File: src/shared/usc_consts.vh
`ifndef USC_CONSTS_VH
`define USC_CONSTS_VH
// Register byte offsets
`define USC_OFF_STATUS 8'h00
`define USC_OFF_CLKSEL 8'h04
`define USC_OFF_CMD 8'h08
`define USC_OFF_TXBUF 8'h0C
`define USC_OFF_RXBUF 8'h10
`define USC_OFF_IPCR 8'h14
`define USC_OFF_MODE1 8'h18
`define USC_OFF_ISR 8'h1C
`define USC_OFF_IMR 8'h20
`define USC_OFF_ICLR 8'h24
`define USC_OFF_DIV 8'h28
// Status bits
`define USC_ST_RX_READY_FLAG 0
`define USC_ST_RX_FIFO_FULL_FLAG 1
`define USC_ST_TX_READY_FLAG 2
`define USC_ST_TXEMP 3
`define USC_ST_RXEN 4
`define USC_ST_TXEN 5
// Interrupt status / mask bits
`define USC_IS_TX_READY_FLAG 0
`define USC_IS_RX 1
`define USC_IS_DBRK 2
`define USC_IS_COS 7
// Mode register one
`define USC_MR1_RXSEL 6
// Command bits
`define USC_CMD_RXEN 0
`define USC_CMD_RXDIS 1
`define USC_CMD_TXEN 2
`define USC_CMD_TXDIS 3
`define USC_CMD_RXRST 4
`define USC_CMD_TXRST 5
// Input port change bits
`define USC_IP_CTS 0
`define USC_IP_COS 4
// Clock select fields and codes
`define USC_CS_RX_HI 7
`define USC_CS_RX_LO 4
`define USC_CS_TX_HI 3
`define USC_CS_TX_LO 0
`define USC_CS_INT 4'hD
`define USC_CS_TIM16 4'hE
`define USC_CS_TIM 4'hF
`define USC_CS_RESET 8'hDD
// Misc reset values and counts
`define USC_DIV_RESET 16'h0001
`define USC_TICK_LAST 4'hF
`define USC_TICK_MID 4'h7
`define USC_BIT_STOP 4'h9
`define USC_RESP_OK 2'b00
`define USC_RESP_ERR 2'b10
`endif

File: src/rtl/usc_uart.v
/*
 Serial receiver/transmitter with receive FIFO, transmit holding and shift
 registers, per-direction clock source selection, interrupt and DMA requests,
 all registers reached over an AXI4-Lite slave.
 Assumes one clock aclk, synchronous active-low aresetn; rxd, cts_n and
 timer_clock_input are asynchronous pins.
*/
// Overview of operation
// - The receive-FIFO-full flag sets when a character fills the FIFO, and characters arriving while full are lost.
// - The receiver-ready flag in status bit 0 is high while any character waits and clears when none remain.
// - Clock select bits 7-4 pick the receiver source and 3-0 the transmitter: D internal, E timer/16, F timer.
// - Both directions are clocked independently, and the value DD, also the reset value, puts both on internal.
// - The holding register takes a character only while transmitter-ready is set, and the write clears that flag.
// - An empty shifter of an enabled transmitter loads a valid held character and sets transmitter-ready again.
// - A transmit write while not ready and disabled leaves the buffer untouched.
// - The input port change register reports the clear-to-send level and whether it changed.
// - Mask bits 7 change of state, 2 delta break, 1 receive (FIFO full or receiver ready), 0 transmitter ready; mode one bit 6 picks the receive source.
// - The transmit DMA request is high whenever transmitter-ready is set in interrupt status.
// - The receive DMA request is high whenever the selected FIFO-full or receiver-ready flag is set.
// - Change of state and delta break still raise interrupts while DMA moves the data.
`timescale 1ns/1ps
`include "usc_consts.vh"

module usc_uart #(
  parameter RX_DEPTH = 3,
  parameter RX_CW = 2
) (
  input wire aclk,
  input wire aresetn,
  input wire [7:0] s_axi_awaddr,
  input wire s_axi_awvalid,
  output wire s_axi_awready,
  input wire [31:0] s_axi_wdata,
  input wire [3:0] s_axi_wstrb,
  input wire s_axi_wvalid,
  output wire s_axi_wready,
  output reg [1:0] s_axi_bresp,
  output reg s_axi_bvalid,
  input wire s_axi_bready,
  input wire [7:0] s_axi_araddr,
  input wire s_axi_arvalid,
  output wire s_axi_arready,
  output reg [31:0] s_axi_rdata,
  output reg [1:0] s_axi_rresp,
  output reg s_axi_rvalid,
  input wire s_axi_rready,
  input wire rxd,
  output reg txd,
  input wire clear_to_send_input_n,
  input wire timer_clock_input,
  output wire irq,
  output wire tx_dma_req,
  output wire rx_dma_req
);

  function mapped;
    input [7:0] a;
    begin
      mapped = (a <= `USC_OFF_DIV) && (a[1:0] == 2'b00);
    end
  endfunction

  function tick_sel;
    input [3:0] cs;
    input t_int;
    input t_16;
    input t_1;
    begin
      case (cs)
        `USC_CS_TIM16: tick_sel = t_16;
        `USC_CS_TIM: tick_sel = t_1;
        default: tick_sel = t_int;
      endcase
    end
  endfunction

  ////////////////////////////////////////////////////////////////////////////
  // Pin synchronisers
  reg [2:0] rxd_s_q, cts_s_q, tim_s_q;
  reg rxd_q, cts_q, tim_q;
  always @(posedge aclk) begin
    if (!aresetn) begin
      rxd_s_q <= 3'h7;
      cts_s_q <= 3'h7;
      tim_s_q <= 3'h0;
      rxd_q <= 1'b1;
      cts_q <= 1'b1;
      tim_q <= 1'b0;
    end else begin
      rxd_s_q <= {rxd_s_q[1:0], rxd};
      cts_s_q <= {cts_s_q[1:0], clear_to_send_input_n};
      tim_s_q <= {tim_s_q[1:0], timer_clock_input};
      if (rxd_s_q[1] == rxd_s_q[2]) rxd_q <= rxd_s_q[2];
      if (cts_s_q[1] == cts_s_q[2]) cts_q <= cts_s_q[2];
      if (tim_s_q[1] == tim_s_q[2]) tim_q <= tim_s_q[2];
    end
  end
  wire cts_chg = (cts_s_q[1] == cts_s_q[2]) && (cts_s_q[2] != cts_q);
  wire tim_rise = (tim_s_q[1] == tim_s_q[2]) && tim_s_q[2] && !tim_q;

  ////////////////////////////////////////////////////////////////////////////
  // Clock sources
  reg [15:0] div_q, pre_q;
  reg [3:0] tim16_q;
  wire t_int = (pre_q == 16'h0000);
  wire t_16 = tim_rise && (tim16_q == `USC_TICK_LAST);
  always @(posedge aclk) begin
    if (!aresetn) begin
      pre_q <= 16'h0000;
      tim16_q <= 4'h0;
    end else begin
      pre_q <= t_int ? div_q : pre_q - 16'h0001;
      if (tim_rise) tim16_q <= tim16_q + 4'h1;
    end
  end
  reg [7:0] clksel_q;
  wire rx_tick = tick_sel(clksel_q[`USC_CS_RX_HI:`USC_CS_RX_LO], t_int, t_16, tim_rise);
  wire tx_tick = tick_sel(clksel_q[`USC_CS_TX_HI:`USC_CS_TX_LO], t_int, t_16, tim_rise);

  ////////////////////////////////////////////////////////////////////////////
  // AXI4-Lite handshakes
  reg [7:0] awaddr_q, araddr_q;
  reg aw_ok_q, w_ok_q;
  reg [31:0] wdata_q;
  reg [3:0] wstrb_q;
  assign s_axi_awready = !aw_ok_q && !s_axi_bvalid;
  assign s_axi_wready = !w_ok_q && !s_axi_bvalid;
  assign s_axi_arready = !s_axi_rvalid;
  wire wr_go = aw_ok_q && w_ok_q;
  wire rd_go = s_axi_arvalid && s_axi_arready;
  wire wr_lane = wstrb_q[0];
  wire wr_tx = wr_go && wr_lane && (awaddr_q == `USC_OFF_TXBUF);
  wire wr_cmd = wr_go && wr_lane && (awaddr_q == `USC_OFF_CMD);
  wire rd_rx = rd_go && (s_axi_araddr == `USC_OFF_RXBUF);
  wire rd_ip = rd_go && (s_axi_araddr == `USC_OFF_IPCR);

  ////////////////////////////////////////////////////////////////////////////
  // Control registers and commands
  reg [7:0] mode1_q, imr_q;
  reg rx_en_q, tx_en_q;
  wire rx_rst = wr_cmd && wdata_q[`USC_CMD_RXRST];
  wire tx_rst = wr_cmd && wdata_q[`USC_CMD_TXRST];
  always @(posedge aclk) begin
    if (!aresetn) begin
      clksel_q <= `USC_CS_RESET;
      div_q <= `USC_DIV_RESET;
      mode1_q <= 8'h00;
      imr_q <= 8'h00;
      rx_en_q <= 1'b0;
      tx_en_q <= 1'b0;
    end else if (wr_go && wr_lane) begin
      if (awaddr_q == `USC_OFF_CLKSEL) clksel_q <= wdata_q[7:0];
      if (awaddr_q == `USC_OFF_MODE1) mode1_q <= wdata_q[7:0];
      if (awaddr_q == `USC_OFF_IMR) imr_q <= wdata_q[7:0];
      if (awaddr_q == `USC_OFF_DIV) div_q <= {wstrb_q[1] ? wdata_q[15:8] : div_q[15:8], wdata_q[7:0]};
      if (wr_cmd) begin
        if (wdata_q[`USC_CMD_RXEN]) rx_en_q <= 1'b1;
        if (wdata_q[`USC_CMD_RXDIS] || wdata_q[`USC_CMD_RXRST]) rx_en_q <= 1'b0;
        if (wdata_q[`USC_CMD_TXEN]) tx_en_q <= 1'b1;
        if (wdata_q[`USC_CMD_TXDIS] || wdata_q[`USC_CMD_TXRST]) tx_en_q <= 1'b0;
      end
    end
  end

  ////////////////////////////////////////////////////////////////////////////
  // Transmitter
  reg tx_ready_q, tx_busy_q;
  reg [7:0] tx_character_q;
  reg [8:0] tx_sh_q;
  reg [3:0] tx_cnt_q, tx_bit_q;
  wire tx_load = !tx_busy_q && !tx_ready_q && tx_en_q;
  always @(posedge aclk) begin
    if (!aresetn || tx_rst) begin
      tx_ready_q <= 1'b1;
      tx_busy_q <= 1'b0;
      tx_character_q <= 8'h00;
      tx_sh_q <= 9'h1FF;
      tx_cnt_q <= 4'h0;
      tx_bit_q <= 4'h0;
      txd <= 1'b1;
    end else begin
      if (wr_tx && tx_ready_q) begin
        tx_character_q <= wdata_q[7:0];
        tx_ready_q <= 1'b0;
      end else if (tx_load) begin
        tx_ready_q <= 1'b1;
        tx_busy_q <= 1'b1;
        tx_sh_q <= {tx_character_q, 1'b0};
        tx_cnt_q <= 4'h0;
        tx_bit_q <= 4'h0;
      end
      if (tx_busy_q && tx_tick) begin
        tx_cnt_q <= tx_cnt_q + 4'h1;
        if (tx_cnt_q == 4'h0) begin
          txd <= tx_sh_q[0];
          tx_sh_q <= {1'b1, tx_sh_q[8:1]};
        end
        if (tx_cnt_q == `USC_TICK_LAST) begin
          tx_bit_q <= tx_bit_q + 4'h1;
          if (tx_bit_q == `USC_BIT_STOP) tx_busy_q <= 1'b0;
        end
      end
    end
  end

  ////////////////////////////////////////////////////////////////////////////
  // Receiver and FIFO
  reg [7:0] fifo_q [0:RX_DEPTH-1];
  reg [RX_CW-1:0] wp_q, rp_q, cnt_q;
  reg rx_act_q, brk_q, dbrk_ev_q;
  reg [3:0] rx_cnt_q, rx_bit_q;
  reg [7:0] rx_sh_q;
  wire rx_ready_flag = (cnt_q != {RX_CW{1'b0}});
  wire rx_fifo_full_flag = (cnt_q == RX_DEPTH[RX_CW-1:0]);
  wire rx_done = rx_act_q && rx_tick && (rx_cnt_q == `USC_TICK_LAST) && (rx_bit_q == `USC_BIT_STOP);
  wire rx_brk = rx_done && !rxd_q && (rx_sh_q == 8'h00);
  wire push = rx_done && rxd_q && !rx_fifo_full_flag;
  wire pop = rd_rx && rx_ready_flag;
  always @(posedge aclk) begin
    if (!aresetn || rx_rst) begin
      wp_q <= {RX_CW{1'b0}};
      rp_q <= {RX_CW{1'b0}};
      cnt_q <= {RX_CW{1'b0}};
      rx_act_q <= 1'b0;
      brk_q <= 1'b0;
      dbrk_ev_q <= 1'b0;
      rx_cnt_q <= 4'h0;
      rx_bit_q <= 4'h0;
      rx_sh_q <= 8'h00;
    end else begin
      dbrk_ev_q <= rx_brk || (brk_q && rxd_q);
      if (brk_q && rxd_q) brk_q <= 1'b0;
      if (rx_brk) brk_q <= 1'b1;
      if (push) begin
        fifo_q[wp_q] <= rx_sh_q;
        wp_q <= (wp_q == RX_DEPTH[RX_CW-1:0] - 1'b1) ? {RX_CW{1'b0}} : wp_q + 1'b1;
      end
      if (pop) rp_q <= (rp_q == RX_DEPTH[RX_CW-1:0] - 1'b1) ? {RX_CW{1'b0}} : rp_q + 1'b1;
      cnt_q <= cnt_q + {{(RX_CW-1){1'b0}}, push} - {{(RX_CW-1){1'b0}}, pop};
      if (!rx_act_q) begin
        if (rx_en_q && !brk_q && !rxd_q && rx_tick) begin
          rx_act_q <= 1'b1;
          rx_cnt_q <= `USC_TICK_LAST - `USC_TICK_MID;
          rx_bit_q <= 4'h0;
        end
      end else if (rx_tick) begin
        rx_cnt_q <= rx_cnt_q + 4'h1;
        if (rx_cnt_q == `USC_TICK_LAST) begin
          rx_bit_q <= rx_bit_q + 4'h1;
          if (rx_bit_q == 4'h0 && rxd_q) rx_act_q <= 1'b0;
          if (rx_bit_q != 4'h0 && rx_bit_q != `USC_BIT_STOP) rx_sh_q <= {rxd_q, rx_sh_q[7:1]};
          if (rx_bit_q == `USC_BIT_STOP) rx_act_q <= 1'b0;
        end
      end
    end
  end

  ////////////////////////////////////////////////////////////////////////////
  // Change of state, interrupts, DMA
  reg cos_q, isr_cos_q, isr_dbrk_q;
  wire iclr = wr_go && wr_lane && (awaddr_q == `USC_OFF_ICLR);
  always @(posedge aclk) begin
    if (!aresetn) begin
      cos_q <= 1'b0;
      isr_cos_q <= 1'b0;
      isr_dbrk_q <= 1'b0;
    end else begin
      cos_q <= cts_chg || (cos_q && !rd_ip);
      isr_cos_q <= cts_chg || (isr_cos_q && !(iclr && wdata_q[`USC_IS_COS]));
      isr_dbrk_q <= dbrk_ev_q || (isr_dbrk_q && !(iclr && wdata_q[`USC_IS_DBRK]));
    end
  end
  wire rx_sel = mode1_q[`USC_MR1_RXSEL] ? rx_fifo_full_flag : rx_ready_flag;
  wire [7:0] isr = {isr_cos_q, 4'h0, isr_dbrk_q, rx_sel, tx_ready_q};
  assign irq = |(isr & imr_q);
  assign tx_dma_req = isr[`USC_IS_TX_READY_FLAG];
  assign rx_dma_req = isr[`USC_IS_RX];
  wire [7:0] status = {2'b00, tx_en_q, rx_en_q, !tx_busy_q && tx_ready_q,
                       tx_ready_q, rx_fifo_full_flag, rx_ready_flag};

  ////////////////////////////////////////////////////////////////////////////
  // AXI4-Lite data path
  reg [7:0] rd_d;
  always @* begin
    case (s_axi_araddr)
      `USC_OFF_STATUS: rd_d = status;
      `USC_OFF_CLKSEL: rd_d = clksel_q;
      `USC_OFF_RXBUF: rd_d = rx_ready_flag ? fifo_q[rp_q] : 8'h00;
      `USC_OFF_IPCR: rd_d = {3'b000, cos_q, 3'b000, !cts_q};
      `USC_OFF_MODE1: rd_d = mode1_q;
      `USC_OFF_ISR: rd_d = isr;
      `USC_OFF_IMR: rd_d = imr_q;
      `USC_OFF_DIV: rd_d = div_q[7:0];
      default: rd_d = 8'h00;
    endcase
  end
  always @(posedge aclk) begin
    if (!aresetn) begin
      aw_ok_q <= 1'b0;
      w_ok_q <= 1'b0;
      awaddr_q <= 8'h00;
      wdata_q <= 32'h0000_0000;
      wstrb_q <= 4'h0;
      s_axi_bvalid <= 1'b0;
      s_axi_bresp <= `USC_RESP_OK;
      s_axi_rvalid <= 1'b0;
      s_axi_rresp <= `USC_RESP_OK;
      s_axi_rdata <= 32'h0000_0000;
    end else begin
      if (s_axi_awvalid && s_axi_awready) begin
        aw_ok_q <= 1'b1;
        awaddr_q <= s_axi_awaddr;
      end
      if (s_axi_wvalid && s_axi_wready) begin
        w_ok_q <= 1'b1;
        wdata_q <= s_axi_wdata;
        wstrb_q <= s_axi_wstrb;
      end
      if (wr_go) begin
        aw_ok_q <= 1'b0;
        w_ok_q <= 1'b0;
        s_axi_bvalid <= 1'b1;
        s_axi_bresp <= mapped(awaddr_q) ? `USC_RESP_OK : `USC_RESP_ERR;
      end else if (s_axi_bready) begin
        s_axi_bvalid <= 1'b0;
      end
      if (rd_go) begin
        s_axi_rvalid <= 1'b1;
        s_axi_rresp <= mapped(s_axi_araddr) ? `USC_RESP_OK : `USC_RESP_ERR;
        s_axi_rdata <= s_axi_araddr == `USC_OFF_DIV ? {16'h0000, div_q} : {24'h000000, rd_d};
      end else if (s_axi_rready) begin
        s_axi_rvalid <= 1'b0;
      end
    end
  end

endmodule // usc_uart

File: config.mk
export PLATFORM = sky130hd
export DESIGN_NAME = usc_uart
export DESIGN_NICKNAME = d
export VERILOG_FILES = /design/src/rtl/usc_uart.v
export VERILOG_INCLUDE_DIRS = /design/src /design/src/shared
export SDC_FILE = /design/constraint.sdc
export NUM_CORES = 1
export LEC_CHECK = 0
export ABC_AREA = 1
export BUFFER_PORTS_ARGS = -buffer_cell sky130_fd_sc_hd__buf_4
export CORE_MARGIN = 2
export CORE_UTILIZATION = 52
export CTS_CLUSTER_DIAMETER = 60
export DETAILED_ROUTE_END_ITERATION = 8
export PLACE_DENSITY = 0.77
export SKIP_LAST_GASP = 1
export SYNTH_ARGS = -nofsm -noshare
export SYNTH_HDL_FRONTEND = slang
export SYNTH_SLANG_ARGS = --single-unit
File: constraint.sdc
create_clock -name aclk -period 2.2 [get_ports aclk]
set_input_delay 0.11 -clock aclk [delete_from_list [all_inputs] [get_ports aclk]]
set_output_delay 0.11 -clock aclk [all_outputs]
set_load 0.1 [all_outputs]
==> results.json <==
{
  "drt_wl_total_um": 22200,
  "synth_area_leaders": "dfxtp_1, o21ai_0, edfxtp_1, a21oi_1, nand2_1",
  "yosysTopAreaCell": "dfxtp_1",
  "die_w_um": 134,
  "rsz0062_at_grt": "true",
  "drv_slew": 0,
  "place_inst": 1400,
  "fmax_mhz": 438,
  "arrival_ns": 2.72,
  "synth.distinct_cells": 47,
  "grt_pass1_wl_um": 35900,
  "final_cell_mix": "dfxtp_1, o21ai_0, nand2_1",
  "grt_max_degree": 89,
  "setup_viol": 17,
  "fin_skew_ns": 0.0132,
  "path_class": "flop to flop",
  "portBuffers": 70,
  "nNetsFinal": 1323,
  "dr_total_vias": 7833,
  "p_leak_nw": 4.61,
  "cts_tree": "built",
  "drc": 0,
  "gr-total-overflow": 0,
  "finalCriticalPeriod_ns": 2.28,
  "netlist_area_um2": 8790,
  "crit-reg2reg-launch": "pre_q[1]",
  "pwr-share-seq": 0.451,
  "cts_num_sinks": 204,
  "cts_buffers": 23,
  "maxSlewHeadroom": 0.472,
  "final_util": 0.650,
  "clkPwrFrac": 0.381,
  "root_buffer": "clkbuf_16",
  "reg2reg_to": "cnt_q[1]",
  "clk_path_buf_depth": 3,
  "vdd_drop_max_v": 0.000624,
  "dieArea_um2": 18000,
  "die_h_um": 134,
  "dp_hpwl_um": 15000,
  "drive_above_1_share": 0.151,
  "ys_ff_latch": 204,
  "switchingPower_mw": 2.57,
  "grt.total_usage": 0.246,
  "endpoint_kind": "flop",
  "stdcell_count": 1480,
  "worstPathMaxFanout": 2,
  "regToRegSetupSlack_ns": -0.08,
  "final_common_cell": "dfxtp_1",
  "routedWlPerCell_um": 15.0,
  "setup-tns-final_ns": -0.218,
  "path_clk_slew_ns": 0.06,
  "hold_path_class": "primary input to flop",
  "syn_avg_cell_area_um2": 7.80,
  "worst_ep_required_time_ns": 2.63,
  "ys_seq_area_frac": 0.492,
  "area_delta_synth_final_pct": 22.2,
  "diodes": 0,
  "ant_nets": 0,
  "outcome": "complete, but fails checks",
  "floorplan.initialDensity": 0.532,
  "yosysWarnings": 0,
  "p_comb_frac": 0.168,
  "period_share": 1.04,
  "cap_violations": 0,
  "antenna_found_initial": 0,
  "worst_slew_pin_slew_ns": 0.791,
  "rows": 47,
  "avgViaCountPerCell": 5.29,
  "power_per_cell_area_nw_per_um2": 836,
  "hold_depth": 5,
  "ios": 107,
  "grt_pass1_vias": 7476,
  "htreeDepth": 1,
  "internal_power_mw": 6.41,
  "core-area_um2": 16500,
  "endpoint": "cnt_q[1]",
  "drt_first_pass_iters": 5,
  "fin_ws_ns": -0.0826,
  "clock_latency_ns": 0.50,
  "syn_inst": 1127,
  "drt_iter0_markers": 703,
  "finalHoldViolations": 0,
  "swShare": 0.286,
  "synth_top_cell_area_share": 0.410,
  "ff2ff_path_depth": 16,
  "crit_path_start_kind": "flop",
  "critPathLaunch": "pre_q[1]",
  "violations": "setup timing",
  "gp_congestion": 0.886
}
## critical path, stage by stage, from the launching register on
cell     delay (ns)
dfxtp_2        0.32
inv_2          0.08
ha_4           0.12
inv_2          0.02
nor2_1         0.07
nand2_1        0.06
nor2_2         0.15
nand3_2        0.10
nand2_4        0.11
nand4_1        0.15
nor2_2         0.18
inv_2          0.07
ha_4           0.26
inv_2          0.03
ha_4           0.14
or2_4          0.22
a21oi_2        0.12
## layer usage
metal | part of all wire | routed length (um) | track usage
met4 | 0.039 | 866 | 0.0993
met1 | 0.43 | 9600 | 0.317
met5 | 0 | 0 | 0
met3 | 0.050 | 1100 | 0.0348
met2 | 0.48 | 10600 | 0.417
## power groups by stage
stage	logic [mW]	registers, mW	clock network [mW]
floorplan	0.910	4.26	0
global placement	1.36	4.11	0
detailed placement	1.38	4.12	0
CTS	1.45	4.04	3.49
global route	1.65	4.07	3.62
finish	1.51	4.05	3.42
## cell families (layout without fill, tap and decap cells)
kind of cell,Yosys count,count (layout),synth area share
buffers and inverters,207,323,0.0982
and+or+nand+nor,375,375,0.187
other,1,18,0.000427
adders and majority gates,14,14,0.0199
xor gates and xnor gates,10,10,0.00997
AOI/OAI and AO/OA,316,316,0.192
DFF,204,204,0.492
## flip-flops by register name, indices dropped and copies added, names as in the netlist, 3 cells and up, named ones only
register        cells
tx_character_q      8
cts_s_q             3
pre_q              16
tx_cnt_q            4
imr_q               8
tim16_q             4
fifo_q             24
rx_sh_q             8
tim_s_q             3
div_q              16
rx_cnt_q            4
rx_bit_q            4
tx_bit_q            4
tx_sh_q             9
awaddr_q            8
rxd_s_q             3
s_axi_rdata        16
wdata_q            16
clksel_q            8
mode1_q             8
## worst min-delay path by stage
stage	startpoint	endpoint	slack [ns]
floorplan	timer_clock_input	tim_s_q[0]	0.21
global placement	rxd	rxd_s_q[0]	0.30
detailed placement	timer_clock_input	tim_s_q[0]	0.30
CTS	s_axi_araddr[6]	s_axi_rresp[1]	0.02
global route	s_axi_araddr[6]	s_axi_rresp[1]	0.06
finish	s_axi_araddr[6]	s_axi_rresp[1]	0.04
## synthesized netlist by cell type (all sizes together)
cell	n
a211oi	2
a21boi	1
a21oi	118
a221oi	1
a22oi	2
a31o	1
a31oi	11
and3	1
buf	27
clkbuf	30
clkinv	2
conb	1
dfxtp	180
edfxtp	24
ha	14
inv	148
nand2	154
nand3	57
nand3b	3
nand4	11
nor2	126
nor3	14
nor3b	1
o211a	1
o211ai	10
o21a	1
o21ai	156
o21bai	2
o22ai	7
o2bb2ai	1
o31ai	2
or2	8
xnor2	2
xor2	8
## repair_timing
item                                    CTS  global route
hold buffers                             38             0
pin swaps                                 0             6
setup buffers                             0             4
gates resized for setup                   1            16
endpoints found under the hold margin    41             0
endpoints found under the setup margin    1            26
## final cells by class
cell class | instances | area, um2
clock inverters | 6 | 32.5
multi-input cells | 733 | 3760
clock buffers | 32 | 639
well taps | 220 | 275
repair buffers | 135 | 1130
inverters | 150 | 571
flip-flops and latches | 204 | 4330
fillers | 1343 | 5790
## metrics by stage
step                cell area [um2]  setup slack, ns  hold WS (ns)  total power [mW]
finish                        10700          -0.0826        0.0430              8.98
global route                  10700           -0.282        0.0550              9.34
CTS                           10700          0.00524        0.0150              8.98
detailed placement             9600          -0.0346         0.300              5.50
global placement               9600           0.0148         0.298              5.47
floorplan                      8910           -0.142         0.208              5.17
No activity file was read; power rests on OpenSTA's default activity.
